### config.mk
export PLATFORM = sky130hd
export DESIGN_NAME = rsu_settings
export DESIGN_NICKNAME = d
export VERILOG_FILES = /design/src/rtl/rsu_pkg.sv /design/src/rtl/rsu_settings.sv /design/src/rtl/rsu_edge_flag.sv
export SDC_FILE = /design/constraint.sdc
export NUM_CORES = 1
export LEC_CHECK = 0
export BUFFER_PORTS_ARGS = -buffer_cell sky130_fd_sc_hd__buf_2
export CORE_ASPECT_RATIO = 0.75
export CORE_UTILIZATION = 50
export DETAILED_ROUTE_END_ITERATION = 16
export GPL_ROUTABILITY_DRIVEN = 1
export PLACE_DENSITY = 0.73
export SYNTH_ARGS = -nofsm -noshare
export SYNTH_HDL_FRONTEND = slang
export SYNTH_SLANG_ARGS = --single-unit
### constraint.sdc
create_clock -name core_clk -period 3.73 [get_ports core_clk]
set_input_delay 0.9325 -clock core_clk [delete_from_list [all_inputs] [get_ports core_clk]]
set_output_delay 0.9325 -clock core_clk [all_outputs]
set_load 0.02 [all_outputs]
### src/rtl/rsu_pkg.sv
// rsu_pkg: constants and types for the run-time settings update block.
// assumes a single clock domain; offsets are byte addresses of 32-bit words.
package rsu_pkg;

  // ************************************************************
  // command layout
  // ************************************************************
  localparam logic [7:0] RSU_CMD_CODE = 8'h60;
  localparam logic [7:0] RSU_RESP_OK = 8'h00;
  localparam int RSU_NUM_CMD_BYTES = 9;
  localparam int RSU_IDX_CODE = 0;
  localparam int RSU_IDX_ADC = 5;
  localparam int RSU_IDX_INT = 6;
  localparam int RSU_IDX_GPALT = 7;
  localparam int RSU_IDX_GP0 = 8;

  // byte 5 fields
  localparam int RSU_ADC_LOAD_BIT = 7;
  localparam int RSU_ADC_LVL_HI = 2;
  localparam int RSU_ADC_LVL_LO = 1;
  localparam int RSU_ADC_SRC_BIT = 0;
  // byte 6 fields
  localparam int RSU_INT_MOD_BIT = 7;
  localparam int RSU_INT_POS_MOD_BIT = 4;
  localparam int RSU_INT_POS_VAL_BIT = 3;
  localparam int RSU_INT_NEG_MOD_BIT = 2;
  localparam int RSU_INT_NEG_VAL_BIT = 1;
  localparam int RSU_INT_CLR_BIT = 0;
  // byte 7 field
  localparam int RSU_GPALT_BIT = 7;
  // byte 8 fields
  localparam int RSU_GP_VAL_BIT = 4;
  localparam int RSU_GP_DIR_BIT = 3;
  localparam int RSU_GP_FN_HI = 2;
  localparam int RSU_GP_FN_LO = 0;

  // ************************************************************
  // register map
  // ************************************************************
  localparam logic [7:0] RSU_OFS_CMD_BASE = 8'h00; // bytes 0..8 at 0x00..0x20
  localparam logic [7:0] RSU_OFS_EXEC = 8'h40;
  localparam logic [7:0] RSU_OFS_RESP = 8'h44;
  localparam logic [7:0] RSU_OFS_STATUS = 8'h48;

  // ************************************************************
  // reset values
  // ************************************************************
  localparam logic [1:0] RSU_RST_ADC_LVL = 2'h0;
  localparam logic RSU_RST_ADC_SRC = 1'b0;
  localparam logic RSU_RST_POS_EN = 1'b0;
  localparam logic RSU_RST_NEG_EN = 1'b0;
  localparam logic RSU_RST_GP_DIR = 1'b1;
  localparam logic RSU_RST_GP_VAL = 1'b0;

  // ************************************************************
  // types
  // ************************************************************
  typedef enum logic [1:0] {
    RSU_VREF_OFF = 2'h0,
    RSU_VREF_1V024 = 2'h1,
    RSU_VREF_2V048 = 2'h2,
    RSU_VREF_4V096 = 2'h3
  } rsu_vref_level_t;

  typedef enum logic [2:0] {
    RSU_FN_GPIO = 3'h0,
    RSU_FN_SUSPEND = 3'h1,
    RSU_FN_RX_LED = 3'h2
  } rsu_gp_fn_t;

  typedef struct packed {
    rsu_vref_level_t level;
    logic internal_src;
  } rsu_adc_ref_t;

  typedef struct packed {
    logic out_value;
    logic dir_in;
    rsu_gp_fn_t fn;
  } rsu_gp_cfg_t;

  typedef struct packed {
    logic pos_en;
    logic neg_en;
  } rsu_edge_cfg_t;

endpackage : rsu_pkg

### src/rtl/rsu_settings.sv
// rsu_settings: applies bytes 5..8 of a run-time settings command.
// assumes command bytes are written into the slave before the execute write.
// Summary of operation
// - byte 5 bit 7 loads converter reference
// - bits 2-1 choose internal reference level
// - bit 0 picks internal module or supply
// - byte 6 bit 7 gates interrupt changes
// - bit 4 enables rising-edge update from bit 3
// - bit 2 enables falling-edge update from bit 1
// - bit 0 clears the interrupt flag
// - byte 7 bit 7 loads pin settings
// - byte 8 bits 2-0 pick pin function
// - bit 3 direction, only in general I/O
// - output pin drives bit 4 value
// - code 0x60 in byte 0 runs command
// - settings volatile, lost only at reset
// - response echoes 0x60 then 0x00
//
// Decided for this implementation: the register addresses and the plain strobed port.
`timescale 1ns/100ps
`default_nettype none
module rsu_settings #(
  parameter int ADDR_W = 8,
  parameter int DATA_W = 32
) (
  // clock and reset
  input wire logic core_clk,
  input wire logic reset_n,
  // register port
  input wire logic [ADDR_W-1:0] reg_addr,
  input wire logic [DATA_W-1:0] reg_wdata,
  input wire logic reg_wr,
  input wire logic reg_rd,
  output logic [DATA_W-1:0] reg_rdata,
  // converter reference
  output rsu_pkg::rsu_adc_ref_t adc_ref,
  // interrupt detection
  input wire logic int_detect_in,
  output logic int_flag,
  // general_pin_zero
  input wire logic general_pin_zero_in,
  output logic general_pin_zero_out,
  output logic general_pin_zero_oe,
  input wire logic suspend_indicator,
  input wire logic uart_receive_led
);
  import rsu_pkg::*;

  // ************************************************************
  // elaboration checks
  // ************************************************************
  if (ADDR_W < 8) begin : g_addr_chk
    $error("rsu_settings: ADDR_W must be at least 8");
  end
  if (DATA_W < 32) begin : g_data_chk
    $error("rsu_settings: DATA_W must be at least 32");
  end

  // the slices below assume this map; a bad edit of the package stops here
  if (RSU_IDX_CODE != 0) begin : g_code_chk
    $error("rsu_settings: command code must sit in byte 0");
  end

  if (RSU_IDX_ADC >= RSU_NUM_CMD_BYTES || RSU_IDX_INT >= RSU_NUM_CMD_BYTES ||
      RSU_IDX_GPALT >= RSU_NUM_CMD_BYTES || RSU_IDX_GP0 >= RSU_NUM_CMD_BYTES) begin : g_idx_chk
    $error("rsu_settings: byte index outside the command buffer");
  end

  if (int'(RSU_OFS_CMD_BASE) + 4 * (RSU_NUM_CMD_BYTES - 1) >=
      int'(RSU_OFS_EXEC)) begin : g_map_chk
    $error("rsu_settings: command bytes run into the execute word");
  end

  if (RSU_OFS_EXEC == RSU_OFS_RESP || RSU_OFS_EXEC == RSU_OFS_STATUS ||
      RSU_OFS_RESP == RSU_OFS_STATUS) begin : g_ctl_chk
    $error("rsu_settings: control words share an offset");
  end

  if (RSU_OFS_CMD_BASE[1:0] != 2'h0 || RSU_OFS_EXEC[1:0] != 2'h0 ||
      RSU_OFS_RESP[1:0] != 2'h0 || RSU_OFS_STATUS[1:0] != 2'h0) begin : g_align_chk
    $error("rsu_settings: register offsets must be word aligned");
  end

  if (RSU_ADC_LVL_HI - RSU_ADC_LVL_LO != 1) begin : g_lvl_chk
    $error("rsu_settings: reference level field must be two bits");
  end

  if (RSU_GP_FN_HI - RSU_GP_FN_LO != 2) begin : g_fn_chk
    $error("rsu_settings: pin function field must be three bits");
  end

  if (RSU_ADC_LOAD_BIT > 7 || RSU_ADC_SRC_BIT > 7 || RSU_INT_MOD_BIT > 7 ||
      RSU_INT_POS_MOD_BIT > 7 || RSU_INT_POS_VAL_BIT > 7 || RSU_INT_NEG_MOD_BIT > 7 ||
      RSU_INT_NEG_VAL_BIT > 7 || RSU_GPALT_BIT > 7 || RSU_GP_VAL_BIT > 7 ||
      RSU_GP_DIR_BIT > 7 || RSU_GP_FN_HI > 7) begin : g_bit_chk
    $error("rsu_settings: a field lies outside its byte");
  end

  // ************************************************************
  // command byte buffer
  // ************************************************************
  logic [7:0] cmd_reg [RSU_NUM_CMD_BYTES];
  logic [ADDR_W-1:0] ofs_exec;
  logic [ADDR_W-1:0] ofs_resp;
  logic [ADDR_W-1:0] ofs_status;
  logic exec_hit;
  logic run;

  assign ofs_exec = ADDR_W'(RSU_OFS_EXEC);
  assign ofs_resp = ADDR_W'(RSU_OFS_RESP);
  assign ofs_status = ADDR_W'(RSU_OFS_STATUS);

  for (genvar i = 0; i < RSU_NUM_CMD_BYTES; i++) begin : g_cmd
    logic [ADDR_W-1:0] ofs;
    assign ofs = ADDR_W'(RSU_OFS_CMD_BASE) + ADDR_W'(4 * i);
    always_ff @(posedge core_clk) begin
      if (!reset_n) begin
        cmd_reg[i] <= 8'h00;
      end else if (reg_wr && reg_addr == ofs) begin
        cmd_reg[i] <= reg_wdata[7:0];
      end
    end
  end

  assign exec_hit = reg_wr && (reg_addr == ofs_exec);
  // foreign codes are ignored so stray writes cannot alter settings
  assign run = exec_hit && (cmd_reg[RSU_IDX_CODE] == RSU_CMD_CODE);

  // ************************************************************
  // converter reference
  // ************************************************************
  logic [7:0] adc_byte;
  rsu_adc_ref_t adc_ref_reg;

  assign adc_byte = cmd_reg[RSU_IDX_ADC];

  // volatile only: reset returns power-up defaults
  always_ff @(posedge core_clk) begin
    if (!reset_n) begin
      adc_ref_reg.level <= rsu_vref_level_t'(RSU_RST_ADC_LVL);
      adc_ref_reg.internal_src <= RSU_RST_ADC_SRC;
    end else if (run && adc_byte[RSU_ADC_LOAD_BIT]) begin
      adc_ref_reg.level <= rsu_vref_level_t'(adc_byte[RSU_ADC_LVL_HI:RSU_ADC_LVL_LO]);
      adc_ref_reg.internal_src <= adc_byte[RSU_ADC_SRC_BIT];
    end
  end

  assign adc_ref = adc_ref_reg;

  // ************************************************************
  // interrupt detection settings
  // ************************************************************
  logic [7:0] int_byte;
  logic int_mod;
  rsu_edge_cfg_t edge_cfg_reg;
  logic flag_clear;

  assign int_byte = cmd_reg[RSU_IDX_INT];
  assign int_mod = run && int_byte[RSU_INT_MOD_BIT];

  always_ff @(posedge core_clk) begin
    if (!reset_n) begin
      edge_cfg_reg.pos_en <= RSU_RST_POS_EN;
    end else if (int_mod && int_byte[RSU_INT_POS_MOD_BIT]) begin
      edge_cfg_reg.pos_en <= int_byte[RSU_INT_POS_VAL_BIT];
    end
  end

  always_ff @(posedge core_clk) begin
    if (!reset_n) begin
      edge_cfg_reg.neg_en <= RSU_RST_NEG_EN;
    end else if (int_mod && int_byte[RSU_INT_NEG_MOD_BIT]) begin
      edge_cfg_reg.neg_en <= int_byte[RSU_INT_NEG_VAL_BIT];
    end
  end

  assign flag_clear = int_mod && int_byte[RSU_INT_CLR_BIT];

  rsu_edge_flag u_edge_flag (
    .core_clk(core_clk),
    .reset_n(reset_n),
    .detect_in(int_detect_in),
    .edge_cfg(edge_cfg_reg),
    .clear(flag_clear),
    .flag(int_flag)
  );

  // ************************************************************
  // general_pin_zero configuration
  // ************************************************************
  logic [7:0] gp_byte;
  logic gp_load;
  logic [2:0] gp_fn_code;
  logic gp_fn_known;
  rsu_gp_cfg_t gp_cfg_reg;

  assign gp_byte = cmd_reg[RSU_IDX_GP0];
  assign gp_load = run && cmd_reg[RSU_IDX_GPALT][RSU_GPALT_BIT];
  assign gp_fn_code = gp_byte[RSU_GP_FN_HI:RSU_GP_FN_LO];
  always_comb begin
    gp_fn_known = 1'b0;
    case (gp_fn_code)
      RSU_FN_GPIO, RSU_FN_SUSPEND, RSU_FN_RX_LED: begin
        gp_fn_known = 1'b1;
      end
      default: begin
        gp_fn_known = 1'b0;
      end
    endcase
  end

  // unknown function codes keep the old function; value and direction still load
  always_ff @(posedge core_clk) begin
    if (!reset_n) begin
      gp_cfg_reg.fn <= RSU_FN_GPIO;
    end else if (gp_load && gp_fn_known) begin
      gp_cfg_reg.fn <= rsu_gp_fn_t'(gp_fn_code);
    end
  end

  always_ff @(posedge core_clk) begin
    if (!reset_n) begin
      gp_cfg_reg.dir_in <= RSU_RST_GP_DIR;
      gp_cfg_reg.out_value <= RSU_RST_GP_VAL;
    end else if (gp_load) begin
      gp_cfg_reg.dir_in <= gp_byte[RSU_GP_DIR_BIT];
      gp_cfg_reg.out_value <= gp_byte[RSU_GP_VAL_BIT];
    end
  end

  // pin driver: direction matters only in general I/O
  always_comb begin
    general_pin_zero_out = 1'b0;
    general_pin_zero_oe = 1'b0;
    case (gp_cfg_reg.fn)
      RSU_FN_GPIO: begin
        general_pin_zero_oe = ~gp_cfg_reg.dir_in;
        general_pin_zero_out = gp_cfg_reg.out_value;
      end
      RSU_FN_SUSPEND: begin
        general_pin_zero_oe = 1'b1;
        general_pin_zero_out = suspend_indicator;
      end
      RSU_FN_RX_LED: begin
        general_pin_zero_oe = 1'b1;
        general_pin_zero_out = uart_receive_led;
      end
      default: begin
        general_pin_zero_oe = 1'b0;
        general_pin_zero_out = 1'b0;
      end
    endcase
  end

  // ************************************************************
  // response
  // ************************************************************
  logic [7:0] resp_code_reg;
  logic [7:0] resp_status_reg;
  logic resp_ready_reg;
  logic resp_read;

  assign resp_read = reg_rd && (reg_addr == ofs_resp);

  always_ff @(posedge core_clk) begin
    if (!reset_n) begin
      resp_code_reg <= 8'h00;
      resp_status_reg <= 8'h00;
    end else if (run) begin
      resp_code_reg <= RSU_CMD_CODE;
      resp_status_reg <= RSU_RESP_OK;
    end
  end

  // a completion in the reading cycle is kept
  always_ff @(posedge core_clk) begin
    if (!reset_n) begin
      resp_ready_reg <= 1'b0;
    end else if (run) begin
      resp_ready_reg <= 1'b1;
    end else if (resp_read) begin
      resp_ready_reg <= 1'b0;
    end
  end

  // ************************************************************
  // status and response words
  // ************************************************************
  logic [11:0] status_word;
  logic [16:0] resp_word;

  // bit 0 is the reference source, bit 11 the live pin level
  assign status_word[2:0] = adc_ref_reg;
  assign status_word[3] = edge_cfg_reg.neg_en;
  assign status_word[4] = edge_cfg_reg.pos_en;
  assign status_word[5] = int_flag;
  assign status_word[10:6] = gp_cfg_reg;
  assign status_word[11] = general_pin_zero_in;
  assign resp_word = {resp_ready_reg, resp_status_reg, resp_code_reg};

  // ************************************************************
  // read path
  // ************************************************************
  logic [DATA_W-1:0] rd_mux;
  logic [DATA_W-1:0] rdata_reg;
  logic [7:0] cmd_rd;
  logic cmd_rd_hit;

  always_comb begin
    cmd_rd = 8'h00;
    cmd_rd_hit = 1'b0;
    for (int i = 0; i < RSU_NUM_CMD_BYTES; i++) begin
      if (reg_addr == ADDR_W'(RSU_OFS_CMD_BASE) + ADDR_W'(4 * i)) begin
        cmd_rd = cmd_reg[i];
        cmd_rd_hit = 1'b1;
      end
    end
  end

  always_comb begin
    rd_mux = '0;
    if (cmd_rd_hit) begin
      rd_mux = DATA_W'(cmd_rd);
    end else if (reg_addr == ofs_resp) begin
      rd_mux = DATA_W'(resp_word);
    end else if (reg_addr == ofs_status) begin
      rd_mux = DATA_W'(status_word);
    end
  end

  // read data stand only in the cycle after the strobe
  always_ff @(posedge core_clk) begin
    if (!reset_n) begin
      rdata_reg <= '0;
    end else if (reg_rd) begin
      rdata_reg <= rd_mux;
    end else begin
      rdata_reg <= '0;
    end
  end

  assign reg_rdata = rdata_reg;

endmodule : rsu_settings
`default_nettype wire

### src/rtl/rsu_edge_flag.sv
// rsu_edge_flag: sticky edge detector for the interrupt detection input.
// assumes the detect input is already synchronous to core_clk.
`timescale 1ns/100ps
`default_nettype none
module rsu_edge_flag (
  // clock and reset
  input wire logic core_clk,
  input wire logic reset_n,
  // detection
  input wire logic detect_in,
  input wire rsu_pkg::rsu_edge_cfg_t edge_cfg,
  input wire logic clear,
  output logic flag
);
  import rsu_pkg::*;

  logic prev_reg;
  logic flag_reg;
  logic hit;

  always_ff @(posedge core_clk) begin
    if (!reset_n) begin
      prev_reg <= 1'b0;
    end else begin
      prev_reg <= detect_in;
    end
  end

  assign hit = (edge_cfg.pos_en & detect_in & ~prev_reg) |
               (edge_cfg.neg_en & ~detect_in & prev_reg);

  // set beats clear so an edge in the clearing cycle is kept
  always_ff @(posedge core_clk) begin
    if (!reset_n) begin
      flag_reg <= 1'b0;
    end else if (hit) begin
      flag_reg <= 1'b1;
    end else if (clear) begin
      flag_reg <= 1'b0;
    end
  end

  assign flag = flag_reg;

endmodule : rsu_edge_flag
`default_nettype wire

Word-level counts from Yosys, hierarchy flattened

Memory sizes are Yosys's and may differ from the RTL's.
Index checks and enable logic that the tools add are counted.

Add/sub/neg operators: 0
Multiply operators: 0
Div/mod/pow operators: 0
Magnitude comparators: 0
Eq/ne operators: 16
Shift-type cells: 0
Muxes and demuxes: 65
Bitwise gates (word level): 19
Reduce and logical (&&, ||, !) cells: 29

Operators with widths:

| cell               | count |
|---|---|
| $mux 8             | 19 |
| $mux 1             | 42 |
| $eq 8x5->1 const B | 4 |
| $eq 8x7->1 const B | 4 |
| $logic_and 1x1->1  | 19 |
| $mux 17            | 1 |
| $eq 8x4->1 const B | 2 |
| $mux 12            | 1 |
| $or 1x1->1         | 10 |
| $eq 8x3->1 const B | 1 |
| $eq 8x6->1 const B | 1 |
| $logic_not 8->1    | 1 |
| $eq 3x1->1 const B | 2 |
| $eq 3x2->1 const B | 2 |
| $logic_not 3->1    | 2 |
| $reduce_or 3->1    | 2 |
| $not 1->1          | 5 |
| $and 1x1->1        | 4 |
| $reduce_bool 2->1  | 2 |
| $reduce_or 4->1    | 1 |
| $pmux 1 s3         | 1 |
| $pmux 1 s2         | 1 |
| $reduce_and 2->1   | 1 |
| $reduce_or 2->1    | 1 |

Bits in registers: 46
Bits in latches: 0
Memory bits (writable): 72
Memory bits (read-only): 0
Bits of input ports: 48
Memories kept: 1

Memories:

| name    | words | bits a word | read ports | clocked after Yosys merged registers in | write ports | line                | RTL |
|---|---|---|---|---|---|---|---|
| cmd_reg | 9     | 8           | 9          | 0                                       | 9           | rsu_settings.sv:102 | `logic [7:0] cmd_reg [RSU_NUM_CMD_BYTES];` |

Depth between registers and ports, before layout

Gate-level depths: netlist of run 1.

Depth after elaboration: 11
Depth in mapped cells: 7
Mapped depth without buffers: 5

Cells and area by module

From an unflattened synthesis of run 1, not the netlist that was laid out.

Cells, all modules: 398
Area total of the unflattened synthesis: 4713.3 µm²

Modules (own cells, without submodules):

| module        | times used | cells an instance | area each (µm²) |
|---|---|---|---|
| rsu_settings  | 1          | 391               | 4635.7 |
| rsu_edge_flag | 1          | 7                 | 77.6 |

Worst setup path after synthesis of run 1

No wires, ideal clock.

Path kind: input-to-reg
From: in reg_addr[3]
To: mem cmd_reg[8][0], enable pin
Library setup time: 387 ps
Arrival time: 2396 ps
Required time: 3343 ps
Setup slack: 948 ps
Stages: 5
Path buffers: 2
Cells stage by stage: buf_2 -> nor2_1 -> buf_2 -> nand3_1 -> o31ai_1

RTL lines:

| what               | line                | RTL |
|---|---|---|
| start: declaration | rsu_settings.sv:30  | `input wire logic [ADDR_W-1:0] reg_addr,` |
| end: declaration   | rsu_settings.sv:102 |  |

==> results.ini, run 1 <==
[die]
die_y_um = 86.7
coreArea_mm2 = 0.00916
rows = 30
initial_core_util = 0.522
dieWidth_um = 115
pin_count = 86
dieArea_mm2 = 0.00996

[finish]
area_growth_pct = 13.4
largest_reg_flops = 72
antenna_cells = 0
layout_commonest_cell = and2_1
seq_area_mm2 = 0.00270
final_cell_mix = 81 x and2_1, 72 x edfxtp_1, 42 x buf_2
multi_input_area_mm2 = 0.00191
drive_gt1_frac = 0.202
fin_nets = 524
nFillCells = 804

[timing]
rsz0062_at_grt = false
min_period_over_period = 0.731
setup_slack_ns = 1.00
finalMaxSlewViolations = 0
finalSetupViolations = 0
max_slew.worst_pin.slew_ns = 0.710
fmax_mhz = 367
period_needed_ns = 2.73
tns_ns = 0
relSlewSlack = 0.523
skew_ns = 0.00499
hold_viol = 0

[worst_setup_path]
end_kind = register
startpoint = reg_addr[3]
crit_path_max_fanout = 23
timing.rr.start = cmd_reg[0][0]
crit_required_ns = 3.79
start_kind = input port
crit_arrival_ns = 2.79
worstSetupPathType = in2reg
path_cells = buf_2 -> nor2_1 -> buf_4 -> nand3_1 -> o21ai_0 -> buf_4
crit_slowest_cell = o21ai_0
crit_top_cell = buf_4
critical_path.max_stage_delay_ns = 0.55

[placement]
dp_slack_ns = 0.689
gp_congestion = 0.887
dp_hpwl_um = 8470
port_buffers = 42

[yosys]
yosysUniqueCellTypes = 58
syn_avg_cell_area_um2 = 11.3
synth-edff-count = 72
syn_inst = 424
synth_flop_cell = edfxtp_1
synth-async-reset-ratio = 0
syn_area_mm2 = 0.00478
seq_area_frac_synth = 0.566
synth-seq-cells = 99
yosysWarnings = 0

[clocking]
cts_root_buffer = clkbuf_16
postCtsSetupRepairBufs = 0
cts_resized = 0
clock_sinks = 99
cts_tree = done
clockBufferDepth = 2
htree_levels = 3
cts-buffers-inserted = 9
cts.clk_slew.worst_paths_ns = 0.06
holdBufCountCts = 0
clock_latency_ns = 0.35

[grt]
grt_overflow = 0
grt_pass1_vias = 3253
grt_max_degree = 24
antenna_found_initial = 0
grt_pass1_wl_um = 18100
grt_use_total = 0.256

[power]
powerDensity_mw_per_mm2 = 430
ir_worst_vdd_mv = 0.310
p_leak_nw = 2.02

[run]
max_cap_viol_count = 0

[min_path]
hold_start = gp_cfg_reg[2]
hold_path.class = reg2reg

[route]
via_count = 3455
drc = 0
routedWlPerCell_um = 19.3
viasPerCell = 5.67
drtAntennaViolNets = 0
detail_route.iter0.violations = 380
drt-total-wl_um = 11800
drtPass1Iterations = 5

[outcome]
status = complete, no violations

==> layer usage <==
metal / up-vias / GRT usage / wire length (um)
met5: - / 0 / 0
met4: 0 / 0.0767 / 190
met1: 1654 / 0.377 / 5420
met2: 176 / 0.380 / 5170
met3: 17 / 0.0552 / 978
li1: 1608 / - / -
==> path summary, 6_finish.rpt <==
path,endpoint,slack (ns),cells past startpoint
max,cmd_reg[4][1],1.00,6
min,gp_cfg_reg[2],0.48,2
max reg2reg,gp_cfg_reg[1],1.69,5
min reg2reg,gp_cfg_reg[2],0.48,2
==> worst max-delay path: cells and delay by family <==
| kind | cells | cell delay [ns] |
|---|---|---|
| AO/OA/AOI/OAI | 1 | 0.55 |
| buffers and inverters | 3 | 0.69 |
| AND/OR/NAND/NOR | 2 | 0.61 |
==> cell type report <==
| class | instances | area share |
|---|---|---|
| Clock buffer | 10 | 0.0423 |
| Clock inverter | 6 | 0.0118 |
| Inverter | 5 | 0.00347 |
| Multi-Input combinational cell | 303 | 0.353 |
| Sequential cell | 99 | 0.499 |
| Tap cell | 128 | 0.0296 |
| Timing Repair Buffer | 58 | 0.0610 |
==> where the power goes <==
part	total [mW]	leakage, nW	switching [mW]	internal [mW]
clock network	0.926	0.141	0.404	0.522
registers	1.24	0.901	0.0239	1.22
logic	0.160	0.979	0.113	0.0470
==> synth_stat cells, types with 8 or more instances <==
library cell,count,area [um2]
nand3_1,9,45.0
o2bb2ai_1,10,87.6
buf_2,8,40.0
buf_4,19,143
dfxtp_1,27,541
edfxtp_1,72,2160
mux2i_1,15,150
nor2_1,31,116
nand2_1,23,86.3
a21oi_1,15,75.1
and2_1,81,507
nor3_1,8,40.0
o21ai_0,15,75.1
==> cells by family after synthesis <==
family | after synthesis | share of synthesized area
buffers and inverters | 40 | 0.0484
other | 1 | 0.000785
AO/OA/AOI/OAI | 81 | 0.118
AND/OR/NAND/NOR | 185 | 0.229
multiplexers | 18 | 0.0385
flip-flops | 99 | 0.566
==> per-stage QoR <==
| step | std cells | hold slack (ns) | area, um2 | util | power (mW) |
|---|---|---|---|---|---|
| after floorplan | 442 | 0.437 | 4850 | - | 1.36 |
| after global placement | 593 | 0.454 | 5120 | 0.559 | 1.42 |
| after detailed placement | 593 | 0.466 | 5120 | 0.559 | 1.42 |
| final | 609 | 0.476 | 5420 | 0.591 | 2.33 |
| after global routing | 609 | 0.508 | 5420 | 0.591 | 2.40 |
| after CTS | 609 | 0.475 | 5420 | 0.591 | 2.34 |
No activity file was read; power rests on OpenSTA's default activity.
==> run 2: changes to the inputs <==
PLACE_DENSITY = 0.76   (was 0.73)
clock period = 2.4 ns   (was 3.73 ns; I/O delays follow)
==> run 2 against run 1 <==
Against the previous run:
- count of clock-buffer cells in the layout increased by 2
- highest routed layer unchanged
- die area stayed put
- total power increased by 55%
- combinational power rose by 64%
- flip-flop and latch count did not move
==> results.ini, run 2 (same netlist as run 1, synthesis figures left out) <==
[route]
viasPerCell = 5.63  ; was 5.67
drtPass1Iterations = 5  ; unchanged
detail_route.iter0.violations = 377  ; was 380
drtAntennaViolNets = 0  ; unchanged
via_count = 3524  ; was 3,455
drc = 0  ; unchanged
drt-total-wl_um = 11500  ; was 11,800 um
routedWlPerCell_um = 18.4  ; was 19.3 um

[finish]
fin_nets = 541  ; was 524
final_cell_mix = 81 x and2_1, 72 x edfxtp_1, 42 x buf_2  ; unchanged
nFillCells = 717  ; was 804
area_growth_pct = 16.3  ; was 13.4%
antenna_cells = 0  ; unchanged
stdcell_count = 626  ; was 609
drive_gt1_frac = 0.229  ; was 0.202
final_core_util = 0.607  ; was 0.591
layout_commonest_cell = and2_1  ; unchanged
largest_reg_flops = 72  ; unchanged
stdcell_area_mm2 = 0.00556  ; was 0.00542 mm2

[timing]
fmax_mhz = 484
finalSetupViolations = 0  ; unchanged
skew_ns = 0.00888  ; was 0.00499 ns
rsz0062_at_grt = false  ; unchanged
min_period_over_period = 0.860
max_slew.worst_pin.slew_ns = 0.599  ; was 0.710 ns
setup_slack_ns = 0.336  ; was 1.00 ns
relSlewSlack = 0.598  ; was 0.523
hold_viol = 0  ; unchanged
period_needed_ns = 2.06
whs_ns = 0.458  ; was 0.476 ns
finalMaxSlewViolations = 0  ; unchanged

[clocking]
cts_root_buffer = clkbuf_16  ; unchanged
cts_tree = done  ; unchanged
clock_latency_ns = 0.35  ; about the same
htree_levels = 3  ; unchanged
cts.clk_slew.worst_paths_ns = 0.06  ; about the same
holdBufCountCts = 0  ; unchanged
clockBufferDepth = 2  ; unchanged
cts_resized = 0  ; unchanged
clock_sinks = 99  ; unchanged
cts-buffers-inserted = 9  ; unchanged
postCtsSetupRepairBufs = 0  ; unchanged

[worst_setup_path]
start_kind = input port  ; unchanged
crit_path_max_fanout = 10  ; was 23
crit_required_ns = 2.62  ; was 3.79 ns
crit_arrival_ns = 2.28  ; was 2.79 ns
end_kind = register  ; unchanged
worstSetupPathType = in2reg  ; unchanged
worstRegToRegCells = 6  ; was 5

[placement]
dp_slack_ns = -0.00440  ; was 0.689 ns
port_buffers = 42  ; unchanged
gp_congestion = 0.890  ; was 0.887
dp_hpwl_um = 8240  ; was 8470 um
placed_cells = 610  ; was 593
place_area_mm2 = 0.00526  ; was 0.00512 mm2

[power]
sw_frac_of_total = 0.222  ; was 0.232
p_leak_nw = 2.12  ; was 2.02 nW
combPwrFrac = 0.073  ; was 0.069
ir_worst_vdd_mv = 0.443  ; was 0.310 mV
powerDensity_mw_per_mm2 = 651  ; was 430 mW/mm2
p_sw_mw = 0.803  ; was 0.541 mW
clkPwrFrac = 0.395  ; was 0.398
seqPwrFrac = 0.533  ; was 0.534
p_int_mw = 2.81  ; was 1.79 mW

[die]
rows = 30  ; unchanged
dieWidth_um = 115  ; unchanged
coreArea_mm2 = 0.00916  ; unchanged
die_y_um = 86.7  ; unchanged
dieArea_mm2 = 0.00996  ; unchanged
initial_core_util = 0.522  ; unchanged
pin_count = 86  ; unchanged

[outcome]
status = complete, no violations  ; unchanged

[grt]
grt_pass1_vias = 3208  ; was 3,253
grt_use_total = 0.246  ; was 0.256
grt_pass1_wl_um = 17500  ; was 18,100 um
antenna_found_initial = 1  ; was 0
grt_max_degree = 30  ; was 24
grt_overflow = 0  ; unchanged

[min_path]
hold_path.class = in2reg  ; was reg2reg
holdPathStages = 2  ; unchanged

[run]
max_cap_viol_count = 0  ; unchanged

run 2: cell types whose count changed in the layout (fill, tap and decap cells not counted):
| cell | previous run | this run |
|---|---|---|
| buf_4 | 16 | 32 |
| inv_6 | 2 | 1 |
| clkinvlp_4 | 1 | 0 |
| clkinv_2 | 1 | 2 |
| o21ai_1 | 2 | 3 |
| clkbuf_8 | 0 | 1 |
| clkinv_1 | 1 | 0 |
| o21ai_0 | 15 | 14 |
| buf_12 | 0 | 1 |
| clkbuf_1 | 1 | 2 |
run 2: through the flow:
stage	total power, mW	setup TNS [ns]
3_3_place_gp	2.21	-0.00208
5_1_grt	3.72	0
6_report	3.62	0
3_5_place_dp	2.22	-0.00440
4_1_cts	3.63	0
2_1_floorplan	2.11	-0.803
run 2: cell type report:
cell class	count	area, um2	share of cell area
inverter	5	18.8	0.00338
timing repair buffer	75	470	0.0846
multi-input combinational	303	1910	0.344
clock inverter	4	48.8	0.00878
tap	128	160	0.0288
clock buffer	12	246	0.0443
sequential	99	2700	0.486
run 2: critical path, cell delays in order:
cell and delay [ns]:
buf_2 0.10, or4b_1 0.74, nor2_1 0.18, o21ai_0 0.12
a221oi_1 0.40, o32ai_1 0.14
run 2: path summary, 6_finish.rpt:
| kind | start | to | slack [ns] |
|---|---|---|---|
| worst max-delay path | reg_addr[1] | reg_rdata[6] | 0.34 |
| worst min-delay path | general_pin_zero_in | reg_rdata[11] | 0.46 |
| worst max register to register | cmd_reg[0][0] | adc_ref[2] | 0.44 |
| worst min register to register | gp_cfg_reg[2] | gp_cfg_reg[2] | 0.47 |
run 2: layer usage:
layer / GRT usage / up-vias / routed length (um)
li1: - / 1645 / -
met1: 0.351 / 1656 / 5040
met2: 0.356 / 193 / 4910
met3: 0.0706 / 30 / 1260
met4: 0.0933 / 0 / 318
met5: 0 / - / 0
run 2: power groups by stage:
stage | Clock, mW | Combinational (mW) | Sequential (mW)
after floorplan | 0 | 0.168 | 1.95
after global placement | 0 | 0.251 | 1.96
after detailed placement | 0 | 0.257 | 1.96
after CTS | 1.44 | 0.258 | 1.93
after global routing | 1.51 | 0.281 | 1.93
final | 1.43 | 0.262 | 1.93
==> run 3: changes to the inputs <==
CORE_UTILIZATION = 60   (was 50)
PLACE_DENSITY = 0.85   (was 0.76)
clock period = 2.65 ns   (was 2.4 ns; I/O delays follow)
==> run 3 against run 2 <==
Against the previous run:
- via count grew 2.7%
- count of clock-buffer cells in the layout shrank 3
- total power shrank 15%
- setup slack gained 0.042 ns
- routed wire length shrank 0.17%
- hold slack gained 0.028 ns
- final area shrank 2.6%
==> results.ini, run 3 (same netlist as run 1, synthesis figures left out) <==
[clocking]
clock_sinks = 99  ; unchanged
holdBufCountCts = 0  ; unchanged
cts_root_buffer = clkbuf_8  ; was clkbuf_16
cts-buffers-inserted = 9  ; unchanged
clockBufferDepth = 2  ; unchanged
clock_latency_ns = 0.37  ; was 0.35 ns
cts_resized = 0  ; unchanged
cts_tree = done  ; unchanged
postCtsSetupRepairBufs = 0  ; unchanged
cts.clk_slew.worst_paths_ns = 0.09  ; was 0.06 ns
htree_levels = 3  ; unchanged

[worst_setup_path]
critical_path.max_stage_delay_ns = 0.65  ; was 0.74 ns
crit_arrival_ns = 2.60  ; was 2.28 ns
crit_slowest_cell = a2111oi_0  ; was or4b_1
worstSetupPathType = in2reg  ; unchanged
path_buf_inv = 2  ; was 1
worstRegToRegCells = 5  ; was 6
crit_path_max_fanout = 5  ; was 10
crit_required_ns = 2.97  ; was 2.62 ns
reg2reg_to = gp_cfg_reg[0]  ; was adc_ref[2]
startpoint = reg_addr[7]  ; was reg_addr[1]
path_cells = buf_2 -> nor4b_2 -> nand3_1 -> o211a_1 -> a2111oi_0 -> buf_4 -> a211o_1  ; was buf_2 -> or4b_1 -> nor2_1 -> o21ai_0 -> a221oi_1 -> o32ai_1
end_kind = register  ; unchanged
cp_num_cells = 7  ; was 6
reg2reg_setup_slack_ns = 0.56  ; was 0.44 ns
timing.rr.start = cmd_reg[0][0]  ; unchanged
start_kind = input port  ; unchanged
setup.worst_path.end = reg_rdata[0]  ; was reg_rdata[6]
critPathTopFamily = compound AO/OA/AOI/OAI gates  ; was simple AND/OR/NAND/NOR gates

[die]
dieWidth_um = 105  ; was 115 um
dieArea_mm2 = 0.00833  ; was 0.00996 mm2
rows = 27  ; was 30
coreArea_mm2 = 0.00753  ; was 0.00916 mm2
pin_count = 86  ; unchanged
die_y_um = 79.3  ; was 86.7 um
initial_core_util = 0.634  ; was 0.522

[finish]
drive_gt1_frac = 0.225  ; was 0.229
largest_reg_flops = 72  ; unchanged
stdcell_area_mm2 = 0.00542  ; was 0.00556 mm2
area_growth_pct = 13.3  ; was 16.3%
final_cell_mix = 81 x and2_1, 72 x edfxtp_1, 42 x buf_2  ; unchanged
layout_commonest_cell = and2_1  ; unchanged
antenna_cells = 0  ; unchanged
fin_nets = 536  ; was 541

[grt]
grt_overflow = 0  ; unchanged
grt_pass1_wl_um = 17800  ; was 17,500 um
grt_max_degree = 30  ; unchanged
grt_pass1_vias = 3326  ; was 3,208
grt_use_total = 0.299  ; was 0.246
antenna_found_initial = 0  ; was 1

[route]
drtPass1Iterations = 6  ; was 5
routedWlPerCell_um = 19.4  ; was 18.4 um
drc = 0  ; unchanged
drt-total-wl_um = 11500  ; about the same
detail_route.iter0.violations = 490  ; was 377
drtAntennaViolNets = 0  ; unchanged
viasPerCell = 6.09  ; was 5.63
via_count = 3620  ; was 3,524

[timing]
relSlewSlack = 0.522  ; was 0.598
fmax_mhz = 440
max_slew.worst_pin.slew_ns = 0.698  ; was 0.599 ns
skew_ns = 0.00660  ; was 0.00888 ns
tns_ns = 0  ; unchanged
hold_viol = 0  ; unchanged
period_needed_ns = 2.27
min_period_over_period = 0.857
finalMaxSlewViolations = 0  ; unchanged
finalSetupViolations = 0  ; unchanged
rsz0062_at_grt = false  ; unchanged

[power]
clkPwrFrac = 0.354  ; was 0.395
powerDensity_mw_per_mm2 = 565  ; was 651 mW/mm2
p_sw_mw = 0.732  ; was 0.803 mW
p_leak_nw = 2.06  ; was 2.12 nW
combPwrFrac = 0.076  ; was 0.073
ir_worst_vdd_mv = 0.342  ; was 0.443 mV
sw_frac_of_total = 0.239  ; was 0.222
p_int_mw = 2.33  ; was 2.81 mW
seqPwrFrac = 0.570  ; was 0.533

[run]
max_cap_viol_count = 0  ; unchanged

[min_path]
hold_path.class = reg2reg  ; was in2reg
hold_start = gp_cfg_reg[2]  ; was general_pin_zero_in

[placement]
place_area_mm2 = 0.00519  ; was 0.00526 mm2
gp_congestion = 0.942  ; was 0.890
port_buffers = 42  ; unchanged
dp_hpwl_um = 8250  ; was 8240 um

[outcome]
status = complete, no violations  ; unchanged

run 3: cell count changes in the layout (fill, tap and decap cells not counted):
cell	change
clkbuf_1	-2
o21ai_0	+1
clkbuf_8	+8
bufinv_16	+1
inv_6	+1
o21ai_1	-1
inv_8	+1
buf_4	-5
clkbuf_16	-9
run 3: tightest hold or removal path, stage by stage, from the launching register on:
cell     delay [ns]
dfxtp_1        0.35
nand2_1        0.06
nor2_1         0.04
run 3: area by class of cell:
cell class,count,area [um2]
tap,101,126
multi-input combinational,303,1910
clock buffer,9,124
timing repair buffer,70,433
clock inverter,7,98.8
fill,525,2120
sequential,99,2700
inverter,5,18.8
run 3: metal layers:
metal / vias to the layer above / wire (um) / global-route usage
li1: 1641 / - / -
met1: 1687 / 4810 / 0.411
met2: 246 / 5010 / 0.455
met3: 46 / 1280 / 0.0673
met4: 0 / 400 / 0.137
met5: - / 0 / 0
run 3: metrics by stage:
step / hold slack, ns / std cells / setup WS [ns] / util / total power, mW
6_report: 0.486 / 594 / 0.378 / 0.719 / 3.06
3_3_place_gp: 0.455 / 578 / 0.153 / 0.689 / 2.00
3_5_place_dp: 0.471 / 578 / 0.104 / 0.689 / 2.00
2_1_floorplan: 0.437 / 442 / 0.138 / - / 1.92
4_1_cts: 0.479 / 594 / 0.491 / 0.719 / 3.06
5_1_grt: 0.482 / 594 / 0.282 / 0.719 / 3.15
run 3: worst min-delay path by stage:
| stage | to | cells after the start | slack, ns |
|---|---|---|---|
| finish | gp_cfg_reg[2] | 2 | 0.49 |
| floorplan | gp_cfg_reg[2] | 2 | 0.44 |
| global placement | gp_cfg_reg[2] | 2 | 0.45 |
| detailed placement | gp_cfg_reg[2] | 2 | 0.47 |
| CTS | reg_rdata[11] | 2 | 0.48 |
| global route | reg_rdata[11] | 2 | 0.48 |
run 3: power groups by stage:
stage	clock, mW	sequential [mW]	combinational, mW
after global placement	0	1.78	0.222
after detailed placement	0	1.78	0.228
final	1.08	1.74	0.234
after global routing	1.15	1.75	0.251
after floorplan	0	1.76	0.152
after CTS	1.09	1.74	0.229
